==> config.mk <==
export PLATFORM = sky130hd
export DESIGN_NAME = udma_burst_engine
export DESIGN_NICKNAME = d
export VERILOG_FILES = /design/src/inc/udma_pkg.sv /design/src/design/udma_burst_engine.sv /design/src/design/udma_fifo.sv
export SDC_FILE = /design/constraint.sdc
export NUM_CORES = 1
export LEC_CHECK = 0
export BUFFER_PORTS_ARGS = -buffer_cell sky130_fd_sc_hd__buf_2
export CORE_ASPECT_RATIO = 0.6
export CORE_MARGIN = 2
export CORE_UTILIZATION = 55
export DETAILED_ROUTE_END_ITERATION = 16
export MAX_ROUTING_LAYER = met4
export PLACE_DENSITY = 0.69
export SYNTH_ARGS = -nofsm -noshare
export SYNTH_HDL_FRONTEND = slang
export SYNTH_HIERARCHICAL = 1
export SYNTH_SLANG_ARGS = --single-unit
==> constraint.sdc <==
create_clock -name clk -period 8.25 [get_ports clk]
set_input_delay 0 -clock clk [delete_from_list [all_inputs] [get_ports clk]]
set_output_delay 0 -clock clk [all_outputs]
set_load 0.02 [all_outputs]
==> src/inc/udma_pkg.sv <==
package udma_pkg;

  // ----------------------------------------
  // Clock and interval tables
  // ----------------------------------------
  localparam int CLK_NS = 40;
  localparam int MODES = 5;

  function automatic int ns_min(input int ns);
    int c;
    c = (ns + CLK_NS - 1) / CLK_NS;
    return (c < 1) ? 1 : c;
  endfunction

  function automatic int ns_max(input int ns);
    int c;
    c = ns / CLK_NS;
    return (c < 1) ? 1 : c;
  endfunction

  // Per-mode figures in ns, index is the negotiated mode
  localparam int T_CYC_NS[MODES] = '{240, 200, 160, 160, 160};
  localparam int T_DVS_NS[MODES] = '{70, 48, 31, 20, 7};
  localparam int T_DVH_NS[MODES] = '{6, 6, 6, 6, 6};
  localparam int T_ZIORDY_NS[MODES] = '{20, 20, 20, 20, 20};
  localparam int T_RFS_NS[MODES] = '{75, 70, 60, 60, 60};
  localparam int T_SR_NS[MODES] = '{50, 30, 20, 20, 20};
  localparam int T_LI_NS[MODES] = '{150, 150, 150, 100, 100};
  localparam int T_AZ_NS = 10;
  localparam int T_IORDYZ_NS = 20;

  // Derived cycle counts
  localparam logic [7:0] CYC_CYC[MODES] = '{
    8'(ns_min(T_CYC_NS[0])), 8'(ns_min(T_CYC_NS[1])), 8'(ns_min(T_CYC_NS[2])),
    8'(ns_min(T_CYC_NS[3])), 8'(ns_min(T_CYC_NS[4]))};
  localparam logic [7:0] DVS_CYC[MODES] = '{
    8'(ns_min(T_DVS_NS[0])), 8'(ns_min(T_DVS_NS[1])), 8'(ns_min(T_DVS_NS[2])),
    8'(ns_min(T_DVS_NS[3])), 8'(ns_min(T_DVS_NS[4]))};
  localparam logic [7:0] ZIORDY_CYC[MODES] = '{
    8'(ns_min(T_ZIORDY_NS[0])), 8'(ns_min(T_ZIORDY_NS[1])), 8'(ns_min(T_ZIORDY_NS[2])),
    8'(ns_min(T_ZIORDY_NS[3])), 8'(ns_min(T_ZIORDY_NS[4]))};
  localparam int LI_CYC_MODE0 = ns_max(T_LI_NS[0]);
  localparam int AZ_CYC = ns_max(T_AZ_NS);
  localparam int IORDYZ_CYC = ns_max(T_IORDYZ_NS);

  // ----------------------------------------
  // CRC, error bits, buffer
  // ----------------------------------------
  localparam logic [15:0] CRC_SEED = 16'h4ABA;
  localparam logic [15:0] CRC_POLY = 16'h1021;
  localparam int ERR_ICRC_BIT = 7;
  localparam int ERR_ABRT_BIT = 2;
  localparam int FIFO_DEPTH = 32;
  localparam int FIFO_WIDTH = 16;
  localparam int FIFO_LVL_W = 6;
  localparam logic [5:0] FIFO_PAUSE_LVL = 6'h1C;
  localparam logic [2:0] MODE_MAX = 3'h4;

  // ----------------------------------------
  // Pin groups
  // ----------------------------------------
  typedef struct packed {
    logic dmack_n;
    logic stop;
    logic hstrobe;
    logic [15:0] dd;
  } host_pins_t;

  typedef struct packed {
    logic dmarq;
    logic iordy;
    logic iordy_oe_n;
    logic [15:0] dd;
    logic dd_oe_n;
  } dev_pins_t;

  localparam host_pins_t HOST_IDLE = '{dmack_n: 1'b1, stop: 1'b0, hstrobe: 1'b1, dd: 16'h0000};
  localparam dev_pins_t DEV_IDLE = '{dmarq: 1'b0, iordy: 1'b1, iordy_oe_n: 1'b1,
                                     dd: 16'h0000, dd_oe_n: 1'b1};

endpackage

==> src/design/udma_burst_engine.sv <==
// Overview of operation
// - Stop strobe edges soon after host not ready
// - Drop DMARQ on STOP, keep it low
// - Raise low strobe on STOP, no data
// - Release data bus when DMARQ drops
// - Capture host CRC on acknowledge negation
// - Compare CRC, report first miscompare per command
// - Release strobe line after acknowledge removed
// - Data-Out starts with device asserting DMARQ
// - Drive ready negated after enable delay, hold
// - Assert ready after STOP release, hold both
// - Pause Data-Out by ready, absorb extras
// - Preset CRC to seed every burst
// - CRC each data strobe edge, skip return
// - CRC error sets interface CRC and abort
`timescale 1ns/1ps
`default_nettype none

module udma_burst_engine (
  input wire logic clk,
  input wire logic rst_n,
  input wire logic start_in,
  input wire logic start_out,
  input wire logic [2:0] mode,
  input wire logic cmd_done,
  input wire udma_pkg::host_pins_t host_pins,
  output udma_pkg::dev_pins_t dev_pins,
  input wire logic din_valid,
  input wire logic [15:0] din_data,
  output logic din_ready,
  output logic dout_valid,
  input wire logic dout_ready,
  output logic [15:0] dout_data,
  output logic busy,
  output logic [7:0] error_reg
);

  typedef enum logic [2:0] {
    ST_IDLE,
    ST_DI_ACK,
    ST_DI_XFER,
    ST_DO_ACK,
    ST_DO_XFER,
    ST_TERM
  } state_t;

  function automatic logic [15:0] crc_step(input logic [15:0] crc, input logic [15:0] word);
    logic [15:0] c;
    c = crc;
    for (int i = 15; i >= 0; i--) begin
      c = (c[15] ^ word[i]) ? ((c << 1) ^ udma_pkg::CRC_POLY) : (c << 1);
    end
    return c;
  endfunction

  // ----------------------------------------
  // Pin synchronisers
  // ----------------------------------------
  udma_pkg::host_pins_t meta_q;
  udma_pkg::host_pins_t sync_q;
  udma_pkg::host_pins_t prev_q;

  always_ff @(posedge clk or negedge rst_n) begin
    if (!rst_n) begin
      meta_q <= udma_pkg::HOST_IDLE;
      sync_q <= udma_pkg::HOST_IDLE;
      prev_q <= udma_pkg::HOST_IDLE;
    end else begin
      meta_q <= host_pins;
      sync_q <= meta_q;
      prev_q <= sync_q;
    end
  end

  logic ack_rise;
  logic strobe_edge;
  logic host_rdy;
  assign ack_rise = sync_q.dmack_n && !prev_q.dmack_n;
  assign strobe_edge = sync_q.hstrobe != prev_q.hstrobe;
  // Host ready shares the strobe pin and is active low
  assign host_rdy = !sync_q.hstrobe;

  // ----------------------------------------
  // Burst state and timing
  // ----------------------------------------
  state_t state_q;
  logic [2:0] mode_q;
  logic [7:0] tmr_q;
  logic word_ok_q;
  logic moved_q;
  logic strobe_on_q;
  logic [15:0] crc_q;
  logic crc_bad_q;
  logic push_q;
  logic [15:0] push_data_q;
  logic out_valid_q;
  logic [15:0] out_data_q;
  udma_pkg::dev_pins_t pins_q;
  logic fifo_in_ready;
  logic fifo_out_valid;
  logic [15:0] fifo_out_data;
  logic [udma_pkg::FIFO_LVL_W-1:0] fifo_level;
  logic room_low;
  logic din_ready_q;

  assign room_low = (fifo_level >= udma_pkg::FIFO_PAUSE_LVL) || !fifo_in_ready;

  always_ff @(posedge clk or negedge rst_n) begin
    if (!rst_n) begin
      state_q <= ST_IDLE;
      mode_q <= 3'h0;
      tmr_q <= 8'h00;
      word_ok_q <= 1'b0;
      moved_q <= 1'b0;
      strobe_on_q <= 1'b0;
      pins_q <= udma_pkg::DEV_IDLE;
      din_ready_q <= 1'b0;
      push_q <= 1'b0;
      push_data_q <= 16'h0000;
    end else begin
      din_ready_q <= 1'b0;
      push_q <= 1'b0;
      if (tmr_q != 8'h00) begin
        tmr_q <= tmr_q - 8'h01;
      end
      case (state_q)
        ST_IDLE: begin
          pins_q <= udma_pkg::DEV_IDLE;
          word_ok_q <= 1'b0;
          moved_q <= 1'b0;
          strobe_on_q <= 1'b0;
          if (start_in || start_out) begin
            mode_q <= (mode > udma_pkg::MODE_MAX) ? udma_pkg::MODE_MAX : mode;
            pins_q.dmarq <= 1'b1;
            state_q <= start_out ? ST_DO_ACK : ST_DI_ACK;
          end
        end
        ST_DI_ACK: begin
          if (sync_q.dmack_n) begin
            tmr_q <= udma_pkg::ZIORDY_CYC[mode_q];
          end else if (!strobe_on_q && tmr_q == 8'h00) begin
            pins_q.iordy_oe_n <= 1'b0;
            pins_q.iordy <= 1'b1;
            strobe_on_q <= 1'b1;
          end else if (strobe_on_q && !sync_q.stop && host_rdy) begin
            pins_q.dd_oe_n <= 1'b0;
            tmr_q <= udma_pkg::DVS_CYC[mode_q];
            state_q <= ST_DI_XFER;
          end
        end
        ST_DI_XFER: begin
          if (sync_q.stop) begin
            pins_q.dmarq <= 1'b0;
            pins_q.dd_oe_n <= 1'b1;
            pins_q.iordy <= 1'b1;
            state_q <= ST_TERM;
          end else if (!word_ok_q && din_valid && !din_ready_q &&
                       tmr_q <= udma_pkg::DVS_CYC[mode_q]) begin
            pins_q.dd <= din_data;
            word_ok_q <= 1'b1;
            din_ready_q <= 1'b1;
            tmr_q <= udma_pkg::DVS_CYC[mode_q];
          end else if (word_ok_q && tmr_q == 8'h00 && host_rdy) begin
            // Edge only while host ready, so the burst halts on its negation
            pins_q.iordy <= !pins_q.iordy;
            word_ok_q <= 1'b0;
            moved_q <= 1'b1;
            tmr_q <= udma_pkg::CYC_CYC[mode_q];
          end
        end
        ST_DO_ACK: begin
          if (sync_q.dmack_n) begin
            tmr_q <= udma_pkg::ZIORDY_CYC[mode_q];
          end else if (!strobe_on_q && tmr_q == 8'h00) begin
            pins_q.iordy_oe_n <= 1'b0;
            pins_q.iordy <= 1'b1;
            strobe_on_q <= 1'b1;
          end else if (strobe_on_q && !sync_q.stop) begin
            pins_q.iordy <= 1'b0;
            state_q <= ST_DO_XFER;
          end
        end
        ST_DO_XFER: begin
          if (sync_q.stop) begin
            pins_q.dmarq <= 1'b0;
            pins_q.iordy <= 1'b1;
            state_q <= ST_TERM;
          end else begin
            if (strobe_edge) begin
              push_q <= 1'b1;
              push_data_q <= sync_q.dd;
              moved_q <= 1'b1;
            end
            if (moved_q && room_low) begin
              pins_q.iordy <= 1'b1;
            end else if (!room_low) begin
              pins_q.iordy <= 1'b0;
            end
          end
        end
        ST_TERM: begin
          if (ack_rise) begin
            pins_q.iordy_oe_n <= 1'b1;
            pins_q.iordy <= 1'b1;
            state_q <= ST_IDLE;
          end
        end
        default: begin
          state_q <= ST_IDLE;
        end
      endcase
    end
  end

  // ----------------------------------------
  // Burst CRC and host CRC check
  // ----------------------------------------
  always_ff @(posedge clk or negedge rst_n) begin
    if (!rst_n) begin
      crc_q <= udma_pkg::CRC_SEED;
      crc_bad_q <= 1'b0;
    end else begin
      crc_bad_q <= 1'b0;
      if (state_q == ST_IDLE) begin
        crc_q <= udma_pkg::CRC_SEED;
      end else if (state_q == ST_DI_XFER && !sync_q.stop && word_ok_q &&
                   tmr_q == 8'h00 && host_rdy) begin
        crc_q <= crc_step(crc_q, pins_q.dd);
      end else if (state_q == ST_DO_XFER && !sync_q.stop && strobe_edge) begin
        crc_q <= crc_step(crc_q, sync_q.dd);
      end else if (state_q == ST_TERM && ack_rise) begin
        crc_bad_q <= (sync_q.dd != crc_q);
      end
    end
  end

  // ----------------------------------------
  // First error of a command
  // ----------------------------------------
  logic err_seen_q;
  logic [7:0] error_q;

  always_ff @(posedge clk or negedge rst_n) begin
    if (!rst_n) begin
      err_seen_q <= 1'b0;
      error_q <= 8'h00;
    end else if (cmd_done) begin
      error_q <= 8'h00;
      if (err_seen_q || crc_bad_q) begin
        error_q[udma_pkg::ERR_ICRC_BIT] <= 1'b1;
        error_q[udma_pkg::ERR_ABRT_BIT] <= 1'b1;
      end
      err_seen_q <= 1'b0;
    end else if (crc_bad_q) begin
      err_seen_q <= 1'b1;
    end
  end

  // ----------------------------------------
  // Data-Out buffer
  // ----------------------------------------
  udma_fifo #(
    .WIDTH(udma_pkg::FIFO_WIDTH),
    .DEPTH(udma_pkg::FIFO_DEPTH),
    .LVL_W(udma_pkg::FIFO_LVL_W)
  ) u_fifo (
    .clk(clk),
    .rst_n(rst_n),
    .in_valid(push_q),
    .in_ready(fifo_in_ready),
    .in_data(push_data_q),
    .out_valid(fifo_out_valid),
    .out_ready(!out_valid_q || dout_ready),
    .out_data(fifo_out_data),
    .level(fifo_level)
  );

  // Output stage, refilled when empty or taken
  always_ff @(posedge clk or negedge rst_n) begin
    if (!rst_n) begin
      out_valid_q <= 1'b0;
      out_data_q <= 16'h0000;
    end else if (!out_valid_q || dout_ready) begin
      out_valid_q <= fifo_out_valid;
      out_data_q <= fifo_out_data;
    end
  end

  // ----------------------------------------
  // Outputs
  // ----------------------------------------
  logic busy_q;

  always_ff @(posedge clk or negedge rst_n) begin
    if (!rst_n) begin
      busy_q <= 1'b0;
    end else begin
      busy_q <= (state_q != ST_IDLE) || start_in || start_out;
    end
  end

  assign dev_pins = pins_q;
  assign din_ready = din_ready_q;
  assign dout_valid = out_valid_q;
  assign dout_data = out_data_q;
  assign busy = busy_q;
  assign error_reg = error_q;

endmodule

`default_nettype wire

==> src/design/udma_fifo.sv <==
`timescale 1ns/1ps
`default_nettype none

module udma_fifo #(
  parameter int WIDTH = 16,
  parameter int DEPTH = 32,
  parameter int LVL_W = 6
) (
  input wire logic clk,
  input wire logic rst_n,
  input wire logic in_valid,
  output logic in_ready,
  input wire logic [WIDTH-1:0] in_data,
  output logic out_valid,
  input wire logic out_ready,
  output logic [WIDTH-1:0] out_data,
  output logic [LVL_W-1:0] level
);

  localparam int AW = $clog2(DEPTH);

  logic [WIDTH-1:0] mem_q [DEPTH];
  logic [AW-1:0] wr_q;
  logic [AW-1:0] rd_q;
  logic [LVL_W-1:0] cnt_q;
  logic push;
  logic pop;

  assign in_ready = (cnt_q != LVL_W'(DEPTH));
  assign out_valid = (cnt_q != '0);
  assign out_data = mem_q[rd_q];
  assign level = cnt_q;
  assign push = in_valid && in_ready;
  assign pop = out_valid && out_ready;

  // ----------------------------------------
  // Storage
  // ----------------------------------------
  always_ff @(posedge clk) begin
    if (push) begin
      mem_q[wr_q] <= in_data;
    end
  end

  // ----------------------------------------
  // Pointers and fill count
  // ----------------------------------------
  always_ff @(posedge clk or negedge rst_n) begin
    if (!rst_n) begin
      wr_q <= '0;
      rd_q <= '0;
      cnt_q <= '0;
    end else begin
      if (push) begin
        wr_q <= (wr_q == AW'(DEPTH - 1)) ? '0 : wr_q + 1'b1;
      end
      if (pop) begin
        rd_q <= (rd_q == AW'(DEPTH - 1)) ? '0 : rd_q + 1'b1;
      end
      if (push && !pop) begin
        cnt_q <= cnt_q + 1'b1;
      end else if (pop && !push) begin
        cnt_q <= cnt_q - 1'b1;
      end
    end
  end

endmodule

`default_nettype wire

Word level (Yosys, flattened, before mapping)

Memory sizes are Yosys's and may differ from the RTL's. A register that Yosys moved wholly into a read port is not among the register bits.
Index checks and enable logic that the tools add are counted.

Bits in registers: 132
RAM bits: 512
ROM bits: 192
Output and inout port bits: 47
Memories: 4

Add/subtract/negate cells: 5
Magnitude comparators: 4
Equal/unequal tests: 35
Muxes and demuxes: 120
Bitwise logic cells: 65
Reductions and logical operators: 67

Memory list:

| name            | words | bits a word | rd ports | clocked after memory_dff | write ports | line                     | RTL |
|---|---|---|---|---|---|---|---|
| u_fifo.mem_q    | 32    | 16          | 1        | 1                        | 1           | udma_fifo.sv:22          | `logic [WIDTH-1:0] mem_q [DEPTH];` |
| (no name shown) | 8     | 8           | 1        | 0                        | 0           | udma_burst_engine.sv:173 | `tmr_q <= udma_pkg::ZIORDY_CYC[mode_q];` |
| (no name shown) | 8     | 8           | 1        | 0                        | 0           | udma_burst_engine.sv:168 | `tmr_q <= udma_pkg::CYC_CYC[mode_q];` |
| (no name shown) | 8     | 8           | 1        | 0                        | 0           | udma_burst_engine.sv:162 | `tmr_q <= udma_pkg::DVS_CYC[mode_q];` |

Operators by type and width:

| cell                                                          | number |
|---|---|
| 13-bit 2-to-1 mux                                             | 32 |
| 8-bit 2-to-1 mux                                              | 14 |
| 3-bit NOT                                                     | 31 |
| 16-bit 2-to-1 mux                                             | 5 |
| 1-bit 2-to-1 mux                                              | 40 |
| 2-bit inequality test, second input constant                  | 18 |
| 16-bit case mux with 2 select lines                           | 1 |
| 1-bit XOR                                                     | 32 |
| 3-bit 2-to-1 mux                                              | 10 |
| 8-bit case mux with 3 select lines                            | 1 |
| 1-bit logical AND                                             | 21 |
| 9-bit AND reduction                                           | 2 |
| 16-bit inequality test                                        | 1 |
| 3-bit case mux with 5 select lines                            | 1 |
| 1-bit logical NOT                                             | 12 |
| 6-bit 2-to-1 mux                                              | 2 |
| 3-bit inequality test, second input constant                  | 4 |
| 3-bit AND reduction                                           | 4 |
| 6-bit AND reduction                                           | 2 |
| 3-bit nonzero test                                            | 4 |
| 6-bit nonzero test                                            | 2 |
| 5-bit by 1-bit adder with 5-bit output, second input constant | 2 |
| 5-bit == test, second input constant                          | 2 |
| 2-bit 2-to-1 mux                                              | 5 |
| 30 further kinds                                              | 48 |

Longest topological paths before layout

Gate-level depths: netlist of run 1.

Word-level depth: 35
Depth in mapped cells: 11

By module

Netlist of run 1, hierarchy kept.

By module, submodules not included:

| module            | times used | cells each | area an instance (µm²) |
|---|---|---|---|
| udma_fifo         | 1          | 986        | 20661.1 |
| udma_burst_engine | 1          | 565        | 6361.1 |

Worst setup path before layout of run 1

Ideal clock, no wire load.

Path kind: reg2reg
From: reg out_valid_q (netlist: dout_valid)
To: reg u_fifo.cnt_q[5] (netlist: u_fifo/level[5])
Library setup time: 0.126 ns
Arrival time: 2.868 ns
Required time: 8.124 ns
Setup slack: 5.255 ns
Cell stages (with the launch flop): 12
Path buffers: 2
Cells stage by stage: dfrtp_1 -> nand2b_1 -> clkbuf_1 -> clkbuf_1 -> o31ai_4 -> ha_1 -> inv_1 -> ha_1 -> or4_1 -> o211ai_1 -> nor3b_1 -> xnor2_1

Cells in the longest elaborated chain, start to end: 6
Elaborated cells on any way between the ends: 8
Classes of those cells: mux (1); reduce/logical (7)

RTL lines:

| item                                                          | line                     | RTL |
|---|---|---|
| start, declared                                               | udma_burst_engine.sv:96  | `logic out_valid_q;` |
| start signal, assigned                                        | udma_burst_engine.sv:284 | `out_valid_q <= fifo_out_valid;` |
| 1-bit logical NOT (*)                                         | udma_burst_engine.sv:273 | `.out_ready(!out_valid_q \|\| dout_ready),` |
| 1-bit logical OR (*)                                          | udma_burst_engine.sv:273 |  |
| 1-bit logical AND (*)                                         | udma_fifo.sv:34          | `assign pop = out_valid && out_ready;` |
| 1-bit logical NOT                                             | udma_fifo.sv:60          | `if (push && !pop) begin` |
| 1-bit logical AND                                             | udma_fifo.sv:60          |  |
| 6-bit 2-to-1 mux / 2-bit nonzero test (equally long branches) | n/a                      |  |
| end signal, assigned                                          | udma_fifo.sv:61          | `cnt_q <= cnt_q + 1'b1;` |
| end signal, assigned                                          | udma_fifo.sv:63          | `cnt_q <= cnt_q - 1'b1;` |
| end, declared                                                 | udma_fifo.sv:25          | `logic [LVL_W-1:0] cnt_q;` |

Mark *: on every way between the ends. The rest lies on a longest branch, timed or not.
A chain may end at the register's enable or synchronous reset.

==> flow_summary.json, run 1 <==
{
  "die_y_um": 176,
  "synthArstFlopShare_pct": 22.4,
  "io_buffers": 85,
  "worst_setup_path_start_kind": "flip-flop",
  "synthAdderAreaFrac_pct": 0.815,
  "synth_xor_area_share_pct": 4.67,
  "drive_above_1_share_pct": 22.9,
  "io_pins": 92,
  "worstReg2RegEnd": "dout_data[0]",
  "yosys.area_share.simple_pct": 4.36,
  "grt_max_degree": 113,
  "end_kind": "flip-flop",
  "die-area_sq_um": 51000,
  "drc": 0,
  "clock_latency_ns": 0.61,
  "synth_top_area_share_pct": 56.9,
  "r2r_cells": 7,
  "initialDrtViolationCount": 2236,
  "path_clk_slew_ns": 0.07,
  "synthTopCellsByCount": "edfxtp_1, dfrtp_1, mux4_2, nand2_1, nor2_1",
  "antenna_found_initial": 2,
  "worstMarginPinSlew_ns": 1.31,
  "vias": 15203,
  "max_stage_delay_ns": 1.18,
  "synthDistinctLibCells": 76,
  "via_per_inst": 6.31,
  "largest_reg_flops": 512,
  "root_buffer": "clkbuf_16",
  "synthFlopType": "edfxtp_1",
  "critPathSlowestCell": "a2111oi_1",
  "power_density_nw_per_um2": 379,
  "areaGrowthSynthToFinish_pct": 13.2,
  "synth_top_cell_by_area": "edfxtp_1",
  "max_freq_mhz": 261,
  "fin_area_sq_um": 30600,
  "r2r-start": "u_fifo/rd_q[2]",
  "status": "complete, no violations",
  "synth_compound_area_share_pct": 6.03,
  "cts_tree": "yes",
  "setup_violations": 0,
  "yosysMostFrequentCell": "edfxtp_1",
  "final_net_count": 1779,
  "period_minus_slack_ns": 3.83,
  "crit_chain": "buf_4 > nand3b_1 > buf_4 > o22ai_1 > a2111oi_1 > a21oi_1 > mux2_2",
  "netlist_top_cells_area": "edfxtp_1, dfrtp_1, mux4_2",
  "synth.area.mux_share_pct": 11.5,
  "final-max-slew-violation-count": 0,
  "cts.sinks": 660,
  "crit_top_cell": "buf_4",
  "fp.coreArea_sq_um": 48200,
  "slew_headroom_pct": 12.8,
  "synth_warnings": 6,
  "wirelength_um": 67700,
  "initial_core_util_pct": 56.1,
  "grt_pass1_vias": 14521,
  "worstHoldEndpoint": "dout_valid",
  "gp_congestion": 0.912,
  "worst_ep_arrival_time_ns": 4.31,
  "finalSetupTns_ns": 0,
  "min-delay-start": "dout_ready",
  "leakagePower_nw": 10.9,
  "synth_edf_count": 512,
  "hpwl_um": 42700,
  "dpl-instance-area_sq_um": 28200,
  "critPathKind": "reg -> reg",
  "hp-class": "in -> reg",
  "rsz0062_at_grt": "false",
  "final_util_pct": 63.5,
  "cts_resized": 0,
  "max_cap_viol_count": 0,
  "finClkSkew_ns": 0.0225,
  "gr-total-overflow": 0,
  "dr.pass1.iters": 7,
  "rows": 62,
  "hold_depth": 4,
  "worstPathMaxFanout": 49,
  "htreeDepth": 2,
  "synth_top_family_by_area": "multiplexers",
  "syn-cell-area_sq_um": 27000,
  "post-route-period-util_pct": 46.4,
  "irDropWorstVdd_mv": 0.368,
  "cts-buffers-inserted": 56,
  "clock_path_buffers": 3,
  "post_synth.cell_area_avg_sq_um": 17.4,
  "ys_ff_latch": 660,
  "grt_first_pass_wirelength_um": 98800,
  "final_antenna_net_count": 0,
  "largest-register": "u_fifo/mem_q",
  "required_ns": 8.74,
  "rrSetupSlack_ns": 4.42,
  "netlist_instances": 1551,
  "post_cts.repair.setup_buffers": 0,
  "hold_viol": 0,
  "die_w_um": 290,
  "wire_per_inst_um": 28.1,
  "ys_seq_area_share_pct": 70.7,
  "grtUsageTotal_pct": 27.7
}
power by group:
part | switching (mW) | internal, mW
Clock | 1.18 | 1.53
Combinational | 2.38 | 1.68
Sequential | 0.641 | 4.19
area by class of cell:
| cell class | instances | area, sq um |
|---|---|---|
| sequential | 660 | 19100 |
| fill | 3319 | 17600 |
| multi-input combinational | 803 | 7440 |
| clock buffer | 70 | 1520 |
| timing repair buffer | 183 | 1290 |
| tap | 640 | 801 |
| clock inverter | 36 | 374 |
| inverter | 13 | 48.8 |
| antenna | 3 | 7.51 |
worst max-delay path, delay by kind of cell (launching register included):
kind,cells,cell delay [ns]
AOI/OAI and AO/OA,3,1.58
buffers and inverters,2,0.83
DFF,1,0.76
muxes,1,0.32
and+or+nand+nor,1,0.14
through the flow:
step / instances / hold slack [ns] / setup WS, ns / power (mW)
final: 2408 / 0.0292 / 4.42 / 11.6
after global routing: 2406 / 0.0170 / 4.35 / 12.1
after CTS: 2405 / 0.0104 / 4.46 / 11.6
after detailed placement: 2253 / 0.106 / 4.47 / 8.83
after global placement: 2253 / 0.106 / 4.25 / 8.77
after floorplan: 1556 / -0.296 / 5.26 / 7.47
metal layers:
metal  vias to the layer above  GRT usage [%]  wire length (um)
li1                       6368              -                 -
met1                      7928           43.9             30600
met5                         -              -                 0
met4                         0           4.47               843
met3                        74           9.00              8860
met2                       833           35.3             27400
cells in the final DEF (no fill, tap or decap), drive strengths merged, types with 53 or more instances in the layout:
| cell | count |
|---|---|
| a21oi | 53 |
| buf | 137 |
| clkbuf | 70 |
| dfrtp | 131 |
| edfxtp | 512 |
| mux2i | 69 |
| mux4 | 96 |
| nand2 | 92 |
| nor2 | 80 |
| xnor2 | 86 |
how the worst max path moves through the flow:
stage                         startpoint         endpoint  slack (ns)  depth (start not counted)
final                     u_fifo/rd_q[2]     dout_data[0]        4.42                          7
after global routing      u_fifo/rd_q[0]     dout_data[0]        4.35                          6
after CTS                 u_fifo/rd_q[0]     dout_data[0]        4.46                          6
after detailed placement  u_fifo/rd_q[0]     dout_data[0]        4.47                          6
after global placement    u_fifo/rd_q[0]     dout_data[1]        4.25                          6
after floorplan               dout_valid  u_fifo/level[5]        5.26                         11
logic make-up (layout without fill, tap and decap cells):
family	count (synthesis)	after routing
flops	660	660
simple gates	250	250
compound gates	223	223
mux	187	187
xor+xnor	120	120
buf+inv	93	302
fa+ha+maj	17	17
other cells	1	9
repair_timing:
item	4_1_cts	5_1_grt
hold buffers	46	0
hold endpoints to repair	125	0
endpoints found under the setup margin	0	0
(Power assumes the default switching activity.)
==> run 2, diff against run 1 <==
==> constraint.sdc (replaced) <==
create_clock -name clk -period 4 [get_ports clk]
set_input_delay 0 -clock clk [delete_from_list [all_inputs] [get_ports clk]]
set_output_delay 0 -clock clk [all_outputs]
set_load 0.02 [all_outputs]
==> run 2 against run 1 <==
First-iteration DRC count decreased by 20%. Global-route usage is 0.48 points lower. Final cell count increased by 0.50%. Largest power group unchanged. Highest routed layer unchanged. Final area is 0.54% higher. Wire length shrank 1.2%. Sequential power is 100% higher. Clock-buffer cell count up 5. Combinational power rose by 110%. Hold slack lost 0.026 ns. Flip-flop and latch count unchanged.
==> flow_summary.json, run 2 (synthesis results as in run 1) <==
{
  "hpwl_um": 42400,
  "gr-total-overflow": 0,
  "htreeDepth": 2,
  "status": "complete, no violations",
  "dr.pass1.iters": 5,
  "worst_setup_path_start_kind": "flip-flop",
  "post-route-period-util_pct": 80.4,
  "drc": 0,
  "worstMarginPinSlew_ns": 1.30,
  "critPathKind": "reg -> reg",
  "fp.coreArea_sq_um": 48200,
  "final-max-slew-violation-count": 0,
  "setup_violations": 0,
  "antenna_found_initial": 0,
  "drive_above_1_share_pct": 23.4,
  "post_cts.repair.setup_buffers": 0,
  "grt_max_degree": 89,
  "max_cap_viol_count": 0,
  "io_buffers": 85,
  "hp-class": "in -> async",
  "irDropWorstVdd_mv": 0.537,
  "largest-register": "u_fifo/mem_q",
  "period_minus_slack_ns": 3.21,
  "hold_viol": 0,
  "areaGrowthSynthToFinish_pct": 13.8,
  "rsz0062_at_grt": "false",
  "leakagePower_nw": 11.0,
  "worst_ep_arrival_time_ns": 3.70,
  "end_kind": "flip-flop",
  "root_buffer": "clkbuf_16",
  "die-area_sq_um": 51000,
  "cts-buffers-inserted": 57,
  "finalSetupTns_ns": 0,
  "path_clk_slew_ns": 0.07,
  "initialDrtViolationCount": 1788,
  "vias": 15131,
  "cts_resized": 0,
  "grt_first_pass_wirelength_um": 97700,
  "wire_per_inst_um": 27.7,
  "final_cell_mix": "edfxtp_1, dfrtp_1, mux4_2, nand2_1, buf_2",
  "cts_tree": "yes",
  "final_net_count": 1794,
  "clock_latency_ns": 0.60,
  "power_density_nw_per_um2": 781,
  "die_y_um": 176,
  "worstPathMaxFanout": 9,
  "finClkSkew_ns": 0.0267,
  "final_antenna_net_count": 0,
  "cts_hold_buf": 47,
  "initial_core_util_pct": 56.1,
  "final_util_pct": 63.8,
  "slew_headroom_pct": 13.0,
  "max_freq_mhz": 311,
  "grt_pass1_vias": 14540,
  "die_w_um": 290,
  "largest_reg_flops": 512,
  "grtUsageTotal_pct": 27.3,
  "required_ns": 4.49,
  "final_common_cell": "edfxtp_1",
  "via_per_inst": 6.25,
  "io_pins": 92,
  "wirelength_um": 66900,
  "rows": 62,
  "clock_path_buffers": 3,
  "gp_congestion": 0.919,
  "cts.sinks": 660
}
==> run 2: changes by cell type in the layout (fill, tap and decap cells not counted), moves of 2 or more <==
cell,before,now
buf_12,1,3
buf_4,51,62
clkbuf_1,9,6
clkbuf_8,2,9
clkinv_1,10,12
clkinv_2,11,7
diode_2,3,1
==> run 2: worst max-delay path, stage by stage (launching register included) <==
cell      delay [ns]
dfrtp_1         0.44
or4_4           0.61
o31ai_4         0.39
ha_1            0.34
inv_1           0.15
ha_1            0.36
or4_1           0.48
o211ai_1        0.12
nor3b_1         0.09
xnor2_1         0.13
==> run 2: path summary, 6_finish.rpt <==
path | from | endpoint | slack (ns) | cells past startpoint
setup / recovery | u_fifo/level[0] | u_fifo/level[5] | 0.79 | 9
hold / removal | rst_n | meta_q[6] | 0.003 | 2
setup reg to reg | u_fifo/level[0] | u_fifo/level[5] | 0.79 | 9
hold reg to reg | meta_q[0] | sync_q[0] | 0.35 | 0
max in group asynchronous | rst_n | dout_data[6] | 2.85 | 3
min in group clk | dout_ready | u_fifo/rd_q[2] | 0.03 | 5
==> run 2: power by group <==
group / total, mW / internal [mW] / leakage, nW / switching [mW]
registers: 9.87 / 8.64 / 6.46 / 1.23
clock network: 5.67 / 3.24 / 0.943 / 2.43
logic: 8.49 / 3.55 / 3.57 / 4.94
==> run 2: layout make-up <==
type | count | area [sq um]
Timing Repair Buffer | 197 | 1430
Inverter | 13 | 48.8
Fill cell | 3332 | 17400
Tap cell | 640 | 801
Multi-Input combinational cell | 803 | 7430
Antenna cell | 1 | 2.50
Clock inverter | 31 | 308
Clock buffer | 75 | 1630
Sequential cell | 660 | 19100
==> run 2: metal layers <==
metal  wire length (um)  vias up  share of wire [%]  GRT usage, %
li1                   -     6406                  -             -
met1              30100     7921                 45          43.3
met2              28300      737                 42          36.4
met3               7770       67                 12          6.43
met4                713        0                1.1          4.17
met5                  0        -                  0             -
==> run 2: per-stage QoR <==
step,setup slack [ns],cells,power [mW],cell area [sq um],hold slack (ns)
4_1_cts,0.757,2419,23.9,30800,0.0127
5_1_grt,0.600,2419,25.0,30800,0.0421
2_1_floorplan,1.01,1556,15.4,27000,-0.296
3_3_place_gp,0.787,2266,18.0,28300,0.0866
3_5_place_dp,0.774,2266,18.2,28300,0.0959
6_report,0.786,2420,24.0,30800,0.00320
==> run 3, diff against run 2 <==
--- a/config.mk
+++ b/config.mk
@@ -11,7 +11,7 @@
 export CORE_UTILIZATION = 55
 export DETAILED_ROUTE_END_ITERATION = 16
 export MAX_ROUTING_LAYER = met4
-export PLACE_DENSITY = 0.69
+export PLACE_DENSITY = 0.72
 export SYNTH_ARGS = -nofsm -noshare
 export SYNTH_HDL_FRONTEND = slang
 export SYNTH_HIERARCHICAL = 1
==> constraint.sdc (replaced) <==
create_clock -name clk -period 2.85 [get_ports clk]
set_input_delay 0 -clock clk [delete_from_list [all_inputs] [get_ports clk]]
set_output_delay 0 -clock clk [all_outputs]
set_load 0.02 [all_outputs]
==> run 3 against run 2 <==
Sequential share of layout area decreased by 1.0 points. Total power increased by 43%. Sequential power increased by 35%. Combinational power increased by 55%. Core utilization increased by 1.0 points. Critical path depth unchanged. Global-route usage increased by 0.44 points. Flip-flop and latch count unchanged. Final cell count increased by 2.1%. Critical endpoint is now u_fifo/level[4]. Highest routed layer unchanged.
==> flow_summary.json, run 3 (synthesis results as in run 1) <==
{
  "p_int_mw": 22.2,
  "areaGrowthSynthToFinish_pct": 15.7,
  "dpl-instance-area_sq_um": 28800,
  "sw_frac_of_total_pct": 35.5,
  "die-area_sq_um": 51000,
  "worst_ep_arrival_time_ns": 3.18,
  "antenna_found_initial": 1,
  "period_minus_slack_ns": 2.74,
  "power.share.clock_pct": 22.9,
  "clock_latency_ns": 0.59,
  "crit_chain": "or4_4 > o31ai_4 > ha_4 > inv_4 > fa_1 > a21o_1 > a21oi_1 > xor2_1 > o21ai_0",
  "rsz0062_at_grt": "false",
  "crit_path_end": "u_fifo/level[4]",
  "r2r_cells": 9,
  "setup_violations": 0,
  "drc": 0,
  "final_common_cell": "edfxtp_1",
  "critPathKind": "reg -> reg",
  "cts_tree": "yes",
  "fillers": 3248,
  "fin_ws_ns": 0.109,
  "gr-total-overflow": 0,
  "gp_congestion": 0.918,
  "cts.sinks": 660,
  "initial_core_util_pct": 56.1,
  "worstMarginPinSlew_ns": 1.21,
  "vias": 15515,
  "dp_cells": 2318,
  "critPathSlowestCell": "or4_4",
  "max_cap_viol_count": 0,
  "die_w_um": 290,
  "p_total_mw": 34.4,
  "p_comb_share_pct": 38.5,
  "largest-register": "u_fifo/mem_q",
  "leakagePower_nw": 11.3,
  "hpwl_um": 43500,
  "grt_first_pass_wirelength_um": 100000,
  "worst_setup_path_start_kind": "flip-flop",
  "final-max-slew-violation-count": 0,
  "irDropWorstVdd_mv": 0.877,
  "initialDrtViolationCount": 2015,
  "final_cell_mix": "edfxtp_1, dfrtp_1, buf_4, mux4_2, nand2_1",
  "io_buffers": 85,
  "drive_above_1_share_pct": 26.0,
  "finalSetupTns_ns": 0,
  "largest_reg_flops": 512,
  "path_clk_slew_ns": 0.07,
  "final_antenna_net_count": 0,
  "htreeDepth": 2,
  "max_stage_delay_ns": 0.54,
  "end_kind": "flip-flop",
  "p_switching_mw": 12.2,
  "wire_per_inst_um": 27.3,
  "slew_headroom_pct": 19.5,
  "power_density_nw_per_um2": 1100,
  "status": "complete, no violations",
  "post-route-period-util_pct": 96.2,
  "io_pins": 92,
  "final_net_count": 1845,
  "max_freq_mhz": 365,
  "r2r-start": "u_fifo/level[2]",
  "hp-class": "in -> async",
  "via_per_inst": 6.28,
  "rrSetupSlack_ns": 0.11,
  "worstPathMaxFanout": 6,
  "pre_cts_slack_ns": 0.0368,
  "required_ns": 3.29,
  "fin_cells": 2472,
  "rows": 62,
  "hold_viol": 0,
  "grt_max_degree": 52,
  "worstReg2RegEnd": "u_fifo/level[4]",
  "grtUsageTotal_pct": 27.7,
  "root_buffer": "clkbuf_16",
  "dr.pass1.iters": 6,
  "cts-buffers-inserted": 55,
  "die_y_um": 176,
  "wirelength_um": 67500,
  "clock_path_buffers": 3,
  "fp.coreArea_sq_um": 48200,
  "grt_pass1_vias": 15299,
  "crit_start": "u_fifo/level[2]",
  "fin_area_sq_um": 31300,
  "p_seq_share_pct": 38.7,
  "finClkSkew_ns": 0.0174
}
[run 3: what timing repair did]
action	in CTS	in global routing
resized for setup	0	7
endpoints found under the hold margin	182	0
hold buffers	48	0
buffers inserted	0	0
endpoints found under the setup margin	0	12
[run 3: how the worst min path moves through the flow]
| stage | startpoint | to | slack (ns) | cells after the start |
|---|---|---|---|---|
| after floorplan | rst_n | busy | -0.30 | 0 |
| after global placement | rst_n | strobe_on_q | 0.02 | 1 |
| after detailed placement | rst_n | strobe_on_q | 0.02 | 1 |
| after CTS | rst_n | sync_q[16] | 0.02 | 2 |
| after global routing | host_pins[6] | meta_q[6] | 0.04 | 2 |
| final | rst_n | dev_pins[17] | 0.06 | 2 |
[run 3: stage by stage]
step | utilization [%] | hold slack [ns]
finish | 64.9 | 0.0573
global route | 64.9 | 0.0417
global placement | 59.9 | 0.0206
CTS | 64.8 | 0.0194
detailed placement | 59.9 | 0.0249
floorplan | - | -0.296
[run 3: power by group through the flow]
stage               clock [mW]  sequential [mW]  combinational (mW)
global placement             0             13.4                12.5
detailed placement           0             13.5                12.8
global route              8.35             13.4                14.0
floorplan                    0             13.4                8.20
CTS                       7.94             13.3                12.9
finish                    7.86             13.3                13.2
[run 3: cell type report]
type                       count  area [sq um]  area share, %
timing repair buffer         250          1930           6.18
multi-input combinational    803          7480           23.9
clock buffer                  77          1580           5.05
antenna                        3          7.51         0.0240
sequential                   660         19100           61.1
tap                          640           801           2.56
clock inverter                26           300          0.961
inverter                      13          51.3          0.164
[run 3: worst max-delay path: cells and delay by family, from the launching register on]
kind | cells | cell delay, ns
compound gates | 4 | 0.78
xor+xnor | 1 | 0.16
fa+ha+maj | 2 | 0.62
buf+inv | 1 | 0.06
flops | 1 | 0.42
simple gates | 1 | 0.54
[run 3: layer usage]
metal,wire [um],global-route usage (%)
met5,0,-
met4,1390,5.95
met3,8040,8.00
met2,28000,36.6
met1,30100,42.6
